## src/hdl/enc_port_regs.svh

```systemverilog
// Purpose: offsets, field positions, reset values and timing for the encoder serial port
// Assumes: 25 MHz reference clock; register offsets are word indices on the bus
// Notes: the list below summarises the port's behaviour
// Notes on behaviour
// - restart inside 15 us monoflop resends same word in ssi mode; biss always latches fresh
// - restart after monoflop latches and sends fresh position
// - ssi word 10-14 or 17 bits, binary/gray
// - latch jitter under 1 us (4 us long)
// - internal position refreshed faster than 100 kHz
// - zero-set input or key loads zero/preset
// - zero-set input filtered about 1 ms
// - set processing 15 ms, led on, data frozen
// - fault-free: led off, status output high
// - sensor, emitter, temperature faults light led, status low
// - ssi mode faults latch until power off
// - direction input high selects ccw, polarity configurable
// - direction change while powered is a fault
// - biss clock up to 10 MHz, ssi 2 MHz
// - biss position binary, resolution programmable
// - biss position update under 10 us
// - biss frame carries crc over data
// - controller writes parameters over biss link
// - biss sends temperature as multicycle data
// - quadrature a/b outputs, 2048 periods per turn
`ifndef ENC_PORT_REGS_SVH
`define ENC_PORT_REGS_SVH

`define CLK_NS          40
`define MONO_NS         15000
`define MONO_CYC        ((`MONO_NS + `CLK_NS - 1) / `CLK_NS)
`define REFRESH_NS      5000
`define REFRESH_CYC     (`REFRESH_NS / `CLK_NS)
`define SET_FILT_NS     1000000
`define SET_FILT_CYC    ((`SET_FILT_NS + `CLK_NS - 1) / `CLK_NS)
`define SET_PROC_NS     15000000
`define SET_PROC_CYC    ((`SET_PROC_NS + `CLK_NS - 1) / `CLK_NS)

`define REG_CTRL        4'h0
`define REG_PRESET      4'h1
`define REG_STATUS      4'h2
`define REG_POS         4'h3

`define CTRL_BISS       0
`define CTRL_GRAY       1
`define CTRL_RES_LO     2
`define CTRL_DIR_INV    5
`define CTRL_ALARM_EN   6
`define CTRL_WARN_EN    7
`define CTRL_RST        8'hd4
`define PRESET_RST      17'h00000

`define RES_CODE_17     3'h5
`define RES_MAX         5'h11
`define RES_MIN         5'h0a
`define POS_W           17
`define FAULT_W         4
`define CRC_POLY        6'h03
`define INC_A_BIT       5
`define INC_B_BIT       4

`define CDM_W           13
`define PAR_RES         4'h0
`define PAR_GRAY        4'h1
`define PAR_DIR         4'h2
`define PAR_ALARM       4'h3
`define PAR_WARN        4'h4

`endif

```

## src/hdl/enc_port_pkg.sv

```systemverilog
// Purpose: types shared by the encoder serial port
// Assumes: nothing beyond the register header
// Notes: link states only
package enc_port_pkg;
    typedef enum logic [1:0] {
        LNK_IDLE  = 2'b00,
        LNK_SHIFT = 2'b01,
        LNK_MONO  = 2'b10
    } link_state_e;
endpackage

```

## src/hdl/enc_serial_port.sv

```systemverilog
// Purpose: position output of a singleturn absolute encoder over ssi or biss-c
// Assumes: raw angle and fault flags come from logic on ref_clk_i
// Notes: link clock and pins are sampled, so link rates are bounded by ref_clk_i
`timescale 1ns/10ps
`default_nettype none
`include "enc_port_regs.svh"
module enc_serial_port
    import enc_port_pkg::*;
#(
    parameter int unsigned SET_FILT_CYC = `SET_FILT_CYC,
    parameter int unsigned SET_PROC_CYC = `SET_PROC_CYC
) (
    // clock and reset
    input  wire logic        ref_clk_i,
    input  wire logic        nrst_i,
    // avalon-mm slave
    input  wire logic [3:0]  avs_address_i,
    input  wire logic        avs_read_i,
    input  wire logic        avs_write_i,
    input  wire logic [31:0] avs_writedata_i,
    input  wire logic [3:0]  avs_byteenable_i,
    output logic [31:0]      avs_readdata_o,
    output logic             avs_waitrequest_o,
    // serial link
    input  wire logic        link_clk_i,
    output logic             link_data_o,
    // pins
    input  wire logic        preset_line_i,
    input  wire logic        set_key_i,
    input  wire logic        dir_i,
    output logic             led_o,
    output logic             status_n_o,
    output logic             inc_a_o,
    output logic             inc_b_o,
    // sensor side
    input  wire logic [16:0] raw_pos_i,
    input  wire logic        sensor_err_i,
    input  wire logic        emitter_err_i,
    input  wire logic        temp_err_i,
    input  wire logic        temp_warn_i,
    input  wire logic [7:0]  temp_i
);
    localparam int unsigned MONO_CYC = `MONO_CYC;
    localparam int unsigned REF_CYC  = `REFRESH_CYC;

    function automatic logic [4:0] res_bits(input logic [2:0] code);
        res_bits = (code >= `RES_CODE_17) ? `RES_MAX : (`RES_MIN + {2'b00, code});
    endfunction

    // crc over the low n bits, msb first
    function automatic logic [5:0] crc6(input logic [18:0] d, input logic [4:0] n);
        logic [5:0] c;
        logic       fb;
        c = 6'h00;
        for (int i = 18; i >= 0; i--) begin
            if (i < int'(n)) begin
                fb = c[5] ^ d[i];
                c  = {c[4:0], 1'b0} ^ (fb ? `CRC_POLY : 6'h00);
            end
        end
        crc6 = c;
    endfunction

    // two-flop synchronisers on every pin
    logic [1:0] ma_s_q, set_s_q, key_s_q, dir_s_q;
    logic       ma_prev_q;
    always_ff @(posedge ref_clk_i) begin
        if (!nrst_i) begin
            ma_s_q    <= 2'b11;
            set_s_q   <= 2'b00;
            key_s_q   <= 2'b00;
            dir_s_q   <= 2'b00;
            ma_prev_q <= 1'b1;
        end else begin
            ma_s_q    <= {ma_s_q[0], link_clk_i};
            set_s_q   <= {set_s_q[0], preset_line_i};
            key_s_q   <= {key_s_q[0], set_key_i};
            dir_s_q   <= {dir_s_q[0], dir_i};
            ma_prev_q <= ma_s_q[1];
        end
    end
    logic ma_fall, ma_rise;
    assign ma_fall = ma_prev_q & ~ma_s_q[1];
    assign ma_rise = ~ma_prev_q & ma_s_q[1];

    // configuration and status storage
    logic [7:0]  ctrl_q;
    logic [16:0] preset_q;
    logic [3:0]  fault_q;
    logic        ack_q;
    logic [31:0] rdata_q;
    logic        set_busy;
    logic [16:0] pos_q;
    logic        par_we;
    logic [3:0]  par_addr;
    logic [7:0]  par_data;
    logic        biss;
    logic [4:0]  res;
    assign biss = ctrl_q[`CTRL_BISS];
    assign res  = res_bits(ctrl_q[`CTRL_RES_LO +: 3]);

    logic        bus_req, bus_we;
    logic [31:0] bmask;
    assign bus_req = avs_read_i | avs_write_i;
    assign bus_we  = avs_write_i & ack_q;
    assign bmask   = {{8{avs_byteenable_i[3]}}, {8{avs_byteenable_i[2]}},
                      {8{avs_byteenable_i[1]}}, {8{avs_byteenable_i[0]}}};
    // answer one cycle after the request is seen
    assign avs_waitrequest_o = bus_req & ~ack_q;
    assign avs_readdata_o    = rdata_q;

    always_ff @(posedge ref_clk_i) begin
        if (!nrst_i) begin
            ack_q   <= 1'b0;
            rdata_q <= 32'h00000000;
        end else begin
            ack_q <= bus_req & ~ack_q;
            if (avs_read_i && !ack_q) begin
                unique case (avs_address_i)
                    `REG_CTRL:   rdata_q <= {24'h000000, ctrl_q};
                    `REG_PRESET: rdata_q <= {15'h0000, preset_q};
                    `REG_STATUS: rdata_q <= {26'h0000000, set_busy, fault_q, 1'b0} >> 1;
                    `REG_POS:    rdata_q <= {15'h0000, pos_q};
                    default:     rdata_q <= 32'h00000000;
                endcase
            end
        end
    end

    // bus write beats a link parameter write in the same cycle
    always_ff @(posedge ref_clk_i) begin
        if (!nrst_i) begin
            ctrl_q   <= `CTRL_RST;
            preset_q <= `PRESET_RST;
        end else if (bus_we && avs_address_i == `REG_CTRL) begin
            ctrl_q <= (ctrl_q & ~bmask[7:0]) | (avs_writedata_i[7:0] & bmask[7:0]);
        end else if (bus_we && avs_address_i == `REG_PRESET) begin
            preset_q <= (preset_q & ~bmask[16:0]) | (avs_writedata_i[16:0] & bmask[16:0]);
        end else if (par_we && biss) begin
            unique case (par_addr)
                `PAR_RES:   ctrl_q[`CTRL_RES_LO +: 3] <= par_data[2:0];
                `PAR_GRAY:  ctrl_q[`CTRL_GRAY]     <= par_data[0];
                `PAR_DIR:   ctrl_q[`CTRL_DIR_INV]  <= par_data[0];
                `PAR_ALARM: ctrl_q[`CTRL_ALARM_EN] <= par_data[0];
                `PAR_WARN:  ctrl_q[`CTRL_WARN_EN]  <= par_data[0];
                default:    ctrl_q <= ctrl_q;
            endcase
        end
    end

    // direction reference taken once the synchroniser has filled
    logic [1:0] init_q;
    logic       dir_ref_q;
    always_ff @(posedge ref_clk_i) begin
        if (!nrst_i) begin
            init_q    <= 2'h0;
            dir_ref_q <= 1'b0;
        end else if (init_q != 2'h3) begin
            init_q    <= init_q + 2'h1;
            dir_ref_q <= dir_s_q[1];
        end
    end

    // sticky faults; set wins over clear, clear only allowed in biss mode
    logic [3:0] fault_set;
    assign fault_set = {(init_q == 2'h3) && (dir_s_q[1] != dir_ref_q),
                        temp_err_i, emitter_err_i, sensor_err_i};
    always_ff @(posedge ref_clk_i) begin
        if (!nrst_i) begin
            fault_q <= 4'h0;
        end else if (bus_we && avs_address_i == `REG_STATUS && biss) begin
            fault_q <= (fault_q & ~avs_writedata_i[3:0]) | fault_set;
        end else begin
            fault_q <= fault_q | fault_set;
        end
    end
    assign led_o      = (|fault_q) | set_busy;
    assign status_n_o = ~led_o;

    // zero-set filter and processing time
    logic [31:0] filt_cnt_q, proc_cnt_q;
    logic        set_fire;
    logic [16:0] dir_pos, offset_q;
    logic        dir_ccw;
    assign dir_ccw  = dir_s_q[1] ^ ctrl_q[`CTRL_DIR_INV];
    assign dir_pos  = dir_ccw ? 17'(-raw_pos_i) : raw_pos_i;
    assign set_fire = filt_cnt_q == (SET_FILT_CYC - 1);
    assign set_busy = proc_cnt_q != 32'h0;
    always_ff @(posedge ref_clk_i) begin
        if (!nrst_i) begin
            filt_cnt_q <= 32'h0;
            proc_cnt_q <= 32'h0;
            offset_q   <= 17'h00000;
        end else begin
            if (!(set_s_q[1] | key_s_q[1]))
                filt_cnt_q <= 32'h0;
            else if (filt_cnt_q < SET_FILT_CYC)
                filt_cnt_q <= filt_cnt_q + 32'h1;
            if (set_fire) begin
                offset_q   <= dir_pos;
                proc_cnt_q <= SET_PROC_CYC;
            end else if (set_busy) begin
                proc_cnt_q <= proc_cnt_q - 32'h1;
            end
        end
    end

    // position refresh well above 100 kHz, frozen while set is processing
    logic [7:0] ref_cnt_q;
    always_ff @(posedge ref_clk_i) begin
        if (!nrst_i) begin
            ref_cnt_q <= 8'h00;
            pos_q     <= 17'h00000;
        end else if (ref_cnt_q == 8'(REF_CYC - 1)) begin
            ref_cnt_q <= 8'h00;
            if (!set_busy)
                pos_q <= dir_pos - offset_q + preset_q;
        end else begin
            ref_cnt_q <= ref_cnt_q + 8'h01;
        end
    end
    always_ff @(posedge ref_clk_i) begin
        if (!nrst_i) begin
            inc_a_o <= 1'b0;
            inc_b_o <= 1'b0;
        end else begin
            inc_a_o <= pos_q[`INC_A_BIT];
            inc_b_o <= pos_q[`INC_A_BIT] ^ pos_q[`INC_B_BIT];
        end
    end

    // frame builder
    logic [16:0] scaled;
    logic [18:0] payload;
    logic [5:0]  crc;
    logic        cds, n_err, n_warn;
    logic [31:0] word;
    logic [5:0]  len;
    logic [7:0]  temp_q;
    logic [2:0]  temp_idx_q;
    logic        cdm_reply_q;
    assign scaled  = pos_q >> (5'(`POS_W) - res);
    assign n_err   = ~((|fault_q) & ctrl_q[`CTRL_ALARM_EN]);
    assign n_warn  = ~(temp_warn_i & ctrl_q[`CTRL_WARN_EN]);
    assign payload = {scaled, n_err, n_warn};
    assign crc     = ~crc6(payload, res + 5'h02);
    assign cds     = cdm_reply_q | temp_q[temp_idx_q];
    always_comb begin
        if (biss) begin
            len  = 6'(res) + 6'h0b;
            word = ((((32'h1 << 1) | 32'(cds)) << (res + 5'h02)) | 32'(payload)) << 6;
            word = word | 32'(crc);
        end else begin
            len  = 6'(res);
            word = ctrl_q[`CTRL_GRAY] ? 32'(scaled ^ (scaled >> 1)) : 32'(scaled);
        end
    end

    // link engine
    link_state_e state_q;
    logic [31:0] tx_q, last_q;
    logic [5:0]  bits_q, last_len_q;
    logic [8:0]  mono_q;
    logic        fresh_q;
    logic [12:0] cdm_q;
    logic        mono_done;
    assign mono_done = mono_q == 9'(MONO_CYC);
    assign par_we    = cdm_q[`CDM_W - 1];
    assign par_addr  = cdm_q[11:8];
    assign par_data  = cdm_q[7:0];
    assign link_data_o = (state_q == LNK_SHIFT) ? tx_q[31] : 1'b0;
    always_ff @(posedge ref_clk_i) begin
        if (!nrst_i) begin
            state_q     <= LNK_IDLE;
            tx_q        <= 32'hffffffff;
            last_q      <= 32'h0;
            bits_q      <= 6'h00;
            last_len_q  <= 6'h00;
            mono_q      <= 9'h000;
            fresh_q     <= 1'b1;
            cdm_q       <= 13'h0000;
            cdm_reply_q <= 1'b0;
            temp_q      <= 8'h00;
            temp_idx_q  <= 3'h7;
        end else begin
            if (par_we)
                cdm_q <= 13'h0000;
            if (ma_fall || ma_rise)
                mono_q <= 9'h000;
            else if (!mono_done)
                mono_q <= mono_q + 9'h001;
            unique case (state_q)
                LNK_IDLE, LNK_MONO: begin
                    if (ma_fall) begin
                        state_q <= LNK_SHIFT;
                        if (fresh_q || biss) begin
                            // latched within three sampling clocks of the request
                            // high lead bit stands until the first rise brings the msb
                            tx_q       <= (word << (6'd31 - len)) | 32'h80000000;
                            last_q     <= (word << (6'd31 - len)) | 32'h80000000;
                            bits_q     <= len;
                            last_len_q <= len;
                            if (biss && !cdm_reply_q) begin
                                temp_idx_q <= temp_idx_q - 3'h1;
                                if (temp_idx_q == 3'h0)
                                    temp_q <= temp_i;
                            end
                        end else begin
                            tx_q   <= last_q;
                            bits_q <= last_len_q;
                        end
                        fresh_q <= 1'b0;
                    end else if (state_q == LNK_MONO && mono_done) begin
                        state_q <= LNK_IDLE;
                        fresh_q <= 1'b1;
                        if (biss)
                            cdm_q <= {cdm_q[11:0], ~ma_s_q[1]};
                    end
                end
                LNK_SHIFT: begin
                    if (ma_rise) begin
                        // each rising edge presents the next bit, msb first
                        tx_q <= {tx_q[30:0], 1'b0};
                        if (bits_q == 6'h00) begin
                            state_q <= LNK_MONO;
                            tx_q    <= 32'h0;
                        end else begin
                            bits_q <= bits_q - 6'h01;
                        end
                    end
                end
                default: state_q <= LNK_IDLE;
            endcase
            cdm_reply_q <= par_we ? 1'b1 : (ma_fall ? 1'b0 : cdm_reply_q);
        end
    end
endmodule
`default_nettype wire
```

## config.mk

```make
export PLATFORM = sky130hd
export DESIGN_NAME = enc_serial_port
export DESIGN_NICKNAME = d
export VERILOG_FILES = /design/src/hdl/enc_port_pkg.sv /design/src/hdl/enc_serial_port.sv
export VERILOG_INCLUDE_DIRS = /design/src /design/src/hdl
export SDC_FILE = /design/constraint.sdc
export NUM_CORES = 1
export LEC_CHECK = 0
export ABC_CLOCK_PERIOD_IN_PS = 6450
export BUFFER_PORTS_ARGS = -buffer_cell sky130_fd_sc_hd__buf_4
export CAP_MARGIN = 20
export CORE_ASPECT_RATIO = 1.2
export CORE_MARGIN = 8
export CORE_UTILIZATION = 31
export CTS_CLUSTER_DIAMETER = 200
export CTS_CLUSTER_SIZE = 25
export DETAILED_ROUTE_END_ITERATION = 8
export HOLD_SLACK_MARGIN = 0.02
export MAX_ROUTING_LAYER = met4
export PLACE_DENSITY = 0.57
export SYNTH_ARGS = -nofsm -noshare
export SYNTH_HDL_FRONTEND = slang
export SYNTH_SLANG_ARGS = --single-unit
```

## constraint.sdc

```tcl
create_clock -name ref_clk_i -period 6.45 [get_ports ref_clk_i]
set_input_delay 0 -clock ref_clk_i [delete_from_list [all_inputs] [get_ports ref_clk_i]]
set_output_delay 0 -clock ref_clk_i [all_outputs]
set_load 0.02 [all_outputs]
```

==> results by group, run 1 <==
GRT
  • Pin count of the biggest net entering global routing: 82
  • Total GRT Usage: 17.5%
  • Initial antenna violation count: 1
  • Global-route wire length before repair: 91,200 um
  • Grt ovf: 0
  • Vias in the first global route: 16,740

Run status
  • Status: finished, final reports clean

Flow run
  • Maxcap violations: 0

Critical path
  • Worst path arrival time: 6.49 ns
  • CP Data Required Time: 6.88 ns
  • Critical path class: flop to flop
  • Startpoint types: flop
  • Worst path max stage delay: 0.65 ns
  • Critical Path, Cell by Cell: ha_1, or2_1, inv_6, a21oi_2, nor2_1, inv_1, ha_1, buf_4, inv_1, buf_4, mux2i_1, o21ai_1, and2_1, a22oi_2, a21boi_4, mux2_2, a22oi_1, nand2_2, xnor2_1, a21oi_1, a22oi_2, a31oi_1, a311o_1
  • Critical Path End Type: flop
  • Critical-path maximum fanout: 18
  • Worst path slowest cell: o21ai_1

Placement
  • IO buf count: 83
  • Final estimated routing congestion in global placement: 0.925
  • Hpwl dp: 41,200 um

STA
  • Clk_skew: 0.0240 ns
  • FMAX: 165 MHz
  • Post-layout min period: 6.06 ns
  • Setup tns final: 0 ns
  • Final worst path period share: 94.0%
  • Max-slew headroom: 30.1%
  • Worst-margin pin slew: 1.04 ns
  • RSZ-0062 raised after global routing: no
  • Setup violations, final: 0
  • Pins Over Slew Limit: 0
  • Worst hold slack: 0.0885 ns
  • Final Hold Viols: 0

Die
  • Row count: 95
  • IO Pins: 115
  • Core ar.: 0.0561 mm^2
  • Die height: 277 um
  • Die Area: 0.0647 mm^2
  • Initial core utilization: 31.4%
  • Die Width: 233 um

Finish
  • Nets: 2,497
  • Area grow syn2layout: 14.9%
  • Most frequent cells in the layout: nor2_1 (286), dfxtp_1 (279), nand2_1 (251)
  • Layout cells sized above 1: 9.81%
  • Commonest non-fill, non-tap cell in the layout: nor2_1

Yosys
  • Synth area leaders: dfxtp_1 (32%), nor2_1 (6.1%), a21oi_1 (5.5%)
  • Mapped Cells: 2,263
  • Mean Syn Cell Area: 7.77 um^2
  • Netlist Area Pre-Place: 0.0176 mm^2
  • Post-synth EDFFs: 0
  • Post-synth top flop: dfxtp_1
  • Post-synth ARST share: 0%
  • Area share of the largest cell type after synthesis: 31.9%
  • Register bit total from synthesis: 280
  • Sequential element share of the synthesized area: 31.9%
  • Yosys cell types: 110
  • Syn. warnings: 0
  • Top cell type by total area after synthesis: dfxtp_1

Detailed routing
  • Via Count: 17,135
  • Vias per cell: 5.54
  • Drt pass-1 iters: 5
  • Final wirelength: 56,800 um
  • WL/cell: 18.3 um
  • Post-DRT Antenna Nets: 0
  • Drt initial violations: 1,310
  • Drt drc: 0

Power and ir drop
  • Worst vdd ir: 243 uV
  • Tot Pwr: 3.98 mW
  • Lkg Pwr: 7.51 nW
  • Pwr/cell area: 197 mW/mm^2

CTS
  • Clock-pin slew on the worst setup and hold paths: 0.10 ns
  • CTS tree: built
  • H-tree Lvls: 1
  • Sink Count: 280
  • CTS root buf: clkbuf_16
  • Maximum clock path buffer count: 3
  • Inserted Clock Buffers: 15
  • Clock Latency Late Sink: 0.53 ns

Min path
  • Worst hold path type: input port to flop
[state kept, by name, summed over array words and instances, names as in the netlist, 2 cells and up, named ones only]
register        flops
filt_cnt_q         32
last_q             32
proc_cnt_q         32
tx_q               32
avs_readdata_o     17
offset_q           17
pos_q              17
cdm_q              13
mono_q              9
ref_cnt_q           8
temp_q              8
bits_q              6
last_len_q          6
fault_q             4
temp_idx_q          3
dir_s_q             2
init_q              2
key_s_q             2
ma_s_q              2
set_s_q             2
state_q             2
[cell usage after synthesis, types with 6 or more instances]
| cell | n |
|---|---|
| a211oi_1 | 36 |
| a21boi_0 | 6 |
| a21o_1 | 11 |
| a21oi_1 | 193 |
| a221oi_1 | 19 |
| a22o_1 | 12 |
| a22oi_1 | 40 |
| a31o_2 | 6 |
| a31oi_1 | 23 |
| and2_1 | 42 |
| and3_1 | 23 |
| buf_1 | 12 |
| buf_2 | 9 |
| buf_4 | 15 |
| clkbuf_1 | 105 |
| dfxtp_1 | 280 |
| fa_1 | 16 |
| ha_1 | 38 |
| inv_1 | 73 |
| mux2_2 | 11 |
| mux2i_1 | 60 |
| mux4_2 | 6 |
| nand2_1 | 251 |
| nand2b_1 | 19 |
| nand3_1 | 81 |
| nand3b_1 | 6 |
| nand4_1 | 15 |
| nor2_1 | 286 |
| nor2b_1 | 6 |
| nor3_1 | 53 |
| nor3b_1 | 7 |
| nor4_1 | 21 |
| o2111ai_1 | 7 |
| o211ai_1 | 20 |
| o21a_1 | 20 |
| o21ai_0 | 123 |
| o21ai_1 | 14 |
| o22ai_1 | 10 |
| o31ai_1 | 8 |
| or2_2 | 9 |
| or3_1 | 27 |
| or4_1 | 11 |
| xnor2_1 | 59 |
| xor2_1 | 52 |
[timing repair]
action / in CTS / in global routing
setup endpoints to repair: 0 / 4
resized for setup: 0 / 1
hold buffers: 81 / 0
endpoints found under the hold margin: 68 / 0
setup buffers: 0 / 0
[logic make-up after synthesis]
group | after synthesis | share of synthesized area [%]
other cells | 1 | 0.0213
flops | 280 | 31.9
buf+inv | 218 | 5.15
compound gates | 634 | 23.9
fa+ha+maj | 54 | 4.52
mux | 80 | 5.17
simple gates | 880 | 23.3
xor+xnor | 116 | 6.10
[worst max-delay path, delay by kind of cell, from the launching register on]
kind / cells / cell delay [ns]
buf+inv: 5 / 0.97
fa+ha+maj: 2 / 0.55
compound gates: 9 / 2.53
simple gates: 4 / 0.80
mux: 2 / 0.47
flops: 1 / 0.35
xor+xnor: 1 / 0.25
[where the power goes]
group          switching, mW  total, mW  internal, mW
sequential            0.0964       1.95          1.85
clock                  0.614       1.05         0.433
combinational          0.574      0.988         0.415
[area by class of cell]
| type | instances | area (um^2) |
|---|---|---|
| Antenna cell | 1 | 2.50 |
| Clock buffer | 15 | 375 |
| Clock inverter | 2 | 28.8 |
| Fill cell | 5873 | 35900 |
| Inverter | 75 | 289 |
| Multi-Input combinational cell | 1779 | 11200 |
| Sequential cell | 280 | 5610 |
| Tap cell | 727 | 910 |
| Timing Repair Buffer | 215 | 1820 |
[metrics by stage]
step | cells | util (%) | setup WS (ns) | instance area [um^2]
final | 3094 | 36.0 | 0.386 | 20200
after global routing | 3094 | 36.0 | 0.00825 | 20200
after CTS | 3090 | 36.0 | 0.349 | 20200
after detailed placement | 2992 | 33.8 | 0.360 | 19000
after global placement | 2992 | 33.8 | 0.518 | 19000
after floorplan | 2277 | - | 0.518 | 17600
[path summary, 6_finish.rpt]
path	start	to	slack, ns	cells past startpoint
worst max-delay path	flop	tx_q[13]	0.39	23
worst min-delay path	raw_pos_i[1]	offset_q[5]	0.09	6
worst max register to register	flop	tx_q[13]	0.39	23
worst min register to register	ma_s_q[0]	ma_s_q[1]	0.42	1
[per-layer routing]
| layer | global-route usage, % | vias to the layer above | routed length [um] |
|---|---|---|---|
| met5 | - | - | 0 |
| met4 | 5.94 | 0 | 1830 |
| met3 | 2.06 | 109 | 3270 |
| met2 | 29.3 | 546 | 27400 |
| met1 | 21.7 | 8235 | 24300 |
| li1 | - | 8245 | - |
Note: power is estimated with default switching activity, not from simulation.
==> inputs of run 2 (changes only) <==
BUFFER_PORTS_ARGS = unset   (was -buffer_cell sky130_fd_sc_hd__buf_4)
DONT_BUFFER_PORTS = 1   (was unset)
PLACE_DENSITY = 0.56   (was 0.57)
==> run 2 against run 1 <==
Against the previous run:
- critical path depth decreased by 1
- power decreased by 1.4%
- final area decreased by 2.5%
- worst hold slack got worse by 0.056 ns
- non-clock buffer count decreased by 80
- largest cell class unchanged
==> results by group, run 2 (same netlist as run 1, synthesis figures left out) <==
Run status
  • Status: finished, final reports clean

Critical path
  • Critical path class: flop to flop
  • Worst path slowest cell: o221ai_1
  • Critical Path End Type: flop
  • CP Data Required Time: 6.85 ns (-0.03 ns)
  • Worst path arrival time: 6.49 ns (about the same)
  • Critical Path, Cell by Cell: ha_1, or2_1, inv_6, a21oi_2, nor2_1, inv_1, ha_1, buf_4, nand2_1, o221ai_1, a21boi_0, or3_1, mux2i_4, o21ai_1, and3_1, o41ai_2, o221ai_1, a2bb2oi_1, mux2_2, o21ai_0, o21ai_0, nand3_1
  • Worst path max stage delay: 0.53 ns (-0.12 ns)
  • Critical-path maximum fanout: 35 (+17)
  • Startpoint types: flop

STA
  • Post-layout min period: 6.09 ns (+0.0218 ns)
  • Max-slew headroom: 31.3% (+1.2 points)
  • Setup tns final: 0 ns (unchanged)
  • Pins Over Slew Limit: 0 (unchanged)
  • Final Hold Viols: 0 (unchanged)
  • FMAX: 164 MHz (-0.36%)
  • Clk_skew: 0.0228 ns (-0.00116 ns)
  • Worst-margin pin slew: 1.02 ns (-0.0168 ns)
  • Final worst path period share: 94.4% (+0.34 points)
  • Setup violations, final: 0 (unchanged)

Detailed routing
  • WL/cell: 18.6 um (+1.4%)
  • Post-DRT Antenna Nets: 0 (unchanged)
  • Drt initial violations: 1,123 (-14%)
  • Drt pass-1 iters: 5 (unchanged)
  • Drt drc: 0 (unchanged)
  • Via Count: 16,729 (-2.4%)
  • Final wirelength: 56,100 um (-1.2%)
  • Vias per cell: 5.55 (+0.16%)

Die
  • Die height: 277 um (unchanged)
  • IO Pins: 115 (unchanged)
  • Core ar.: 0.0561 mm^2 (unchanged)
  • Initial core utilization: 31.4% (unchanged)
  • Die Width: 233 um (unchanged)
  • Die Area: 0.0647 mm^2 (unchanged)
  • Row count: 95 (unchanged)

Min path
  • Worst hold path type: input port to flop

GRT
  • Global-route wire length before repair: 88,400 um (-3.0%)
  • Total GRT Usage: 17.1% (-0.39 points)
  • Initial antenna violation count: 3 (+2)
  • Vias in the first global route: 16,088 (-3.9%)
  • Grt ovf: 0 (unchanged)
  • Pin count of the biggest net entering global routing: 65 (-21%)

CTS
  • Clock-pin slew on the worst setup and hold paths: 0.10 ns (about the same)
  • CTS tree: built
  • H-tree Lvls: 1 (unchanged)
  • Setup Buffers After CTS: 0 (unchanged)
  • Sink Count: 280 (unchanged)
  • CTS root buf: clkbuf_16
  • Clock Latency Late Sink: 0.52 ns (about the same)
  • Inserted Clock Buffers: 15 (unchanged)
  • Maximum clock path buffer count: 3 (unchanged)

Finish
  • Nets: 2,417 (-3.2%)
  • Area grow syn2layout: 12.0%
  • Commonest non-fill, non-tap cell in the layout: nor2_1
  • Fill count: 5,958 (+1.4%)
  • Layout cells sized above 1: 6.30% (-3.5 points)
  • Most frequent cells in the layout: nor2_1 (286), dfxtp_1 (279), nand2_1 (251)
  • Final Cell Area: 0.0197 mm^2 (-2.5%)
  • Final core occ: 35.1% (-0.90 points)
  • Post-route insts no fill: 3,016 (-2.5%)
  • Multi-input combinational cell area: 0.0112 mm^2 (+0.37%)
  • Register area: 0.00561 mm^2 (unchanged)

Power and ir drop
  • Internal power: 2.68 mW (-0.74%)
  • Worst vdd ir: 188 uV (-23%)
  • Comb power frac: 24.3% (-0.5 points)
  • Tot Pwr: 3.93 mW (-1.4%)
  • Lkg Pwr: 7.12 nW (-5.1%)
  • Psw: 1.25 mW (-2.8%)
  • Clock network fraction of design power: 26.1% (-0.2 points)
  • Pwr/cell area: 199 mW/mm^2 (+1.1%)
  • Reg power frac: 49.6% (+0.7 points)
  • Net switching fraction of the power: 31.8% (-0.47 points)

Placement
  • Final estimated routing congestion in global placement: 0.942 (+1.8%)
  • Hpwl dp: 40,800 um (-0.82%)
  • IO buf count: 0 (-100%)
  • Placed cells: 2,901 (-3.0%)
  • Dpl cell area: 0.0183 mm^2 (-3.6%)

Flow run
  • Maxcap violations: 0 (unchanged)
==> run 2: power groups by stage <==
| stage | combinational [mW] | clock, mW | sequential (mW) |
|---|---|---|---|
| 6_report | 0.954 | 1.03 | 1.95 |
| 5_1_grt | 1.07 | 1.11 | 1.96 |
| 4_1_cts | 0.955 | 1.06 | 1.95 |
| 3_5_place_dp | 0.896 | 0 | 1.99 |
| 3_3_place_gp | 0.876 | 0 | 1.98 |
| 2_1_floorplan | 0.742 | 0 | 1.96 |
==> run 2: what timing repair did <==
item | CTS | global route
setup endpoints to repair | 0 | 26
hold buffers | 93 | 0
endpoints found under the hold margin | 147 | 0
gates resized for setup | 0 | 6
==> run 2: layout make-up <==
| type | instances | share of cell area [%] |
|---|---|---|
| Inverter | 75 | 1.47 |
| Tap cell | 727 | 4.62 |
| Antenna cell | 3 | 0.0381 |
| Multi-Input combinational cell | 1779 | 56.9 |
| Clock buffer | 15 | 1.91 |
| Sequential cell | 280 | 28.5 |
| Timing Repair Buffer | 135 | 6.42 |
| Clock inverter | 2 | 0.146 |
==> run 2: metrics by stage <==
stage / hold WS (ns) / worst slack [ns]
global route: 0.0607 / -0.0647
CTS: 0.0214 / 0.383
floorplan: 0.101 / 0.518
detailed placement: 0.0836 / 0.429
global placement: 0.0810 / 0.521
finish: 0.0327 / 0.364
==> run 2: worst paths after layout <==
kind,from,endpoint,slack (ns),depth (start not counted)
worst max-delay path,flop,tx_q[18],0.36,22
worst min-delay path,avs_address_i[2],avs_readdata_o[7],0.03,5
worst max register to register,flop,tx_q[18],0.36,22
worst min register to register,set_s_q[0],set_s_q[1],0.44,1
==> run 2: routing by layer <==
| layer | up-vias | GRT usage [%] | wire length, um |
|---|---|---|---|
| met2 | 525 | 28.7 | 27000 |
| met5 | - | - | 0 |
| met3 | 98 | 2.85 | 3520 |
| met4 | 0 | 5.41 | 1690 |
| met1 | 8013 | 20.9 | 23900 |
| li1 | 8093 | - | - |
==> run 2: critical path, delay by kind of cell, from the launching register on <==
| kind | cells | cell delay (ns) |
|---|---|---|
| compound gates | 9 | 2.49 |
| buf+inv | 3 | 0.67 |
| flops | 1 | 0.36 |
| fa+ha+maj | 2 | 0.59 |
| mux | 2 | 0.51 |
| simple gates | 6 | 1.34 |
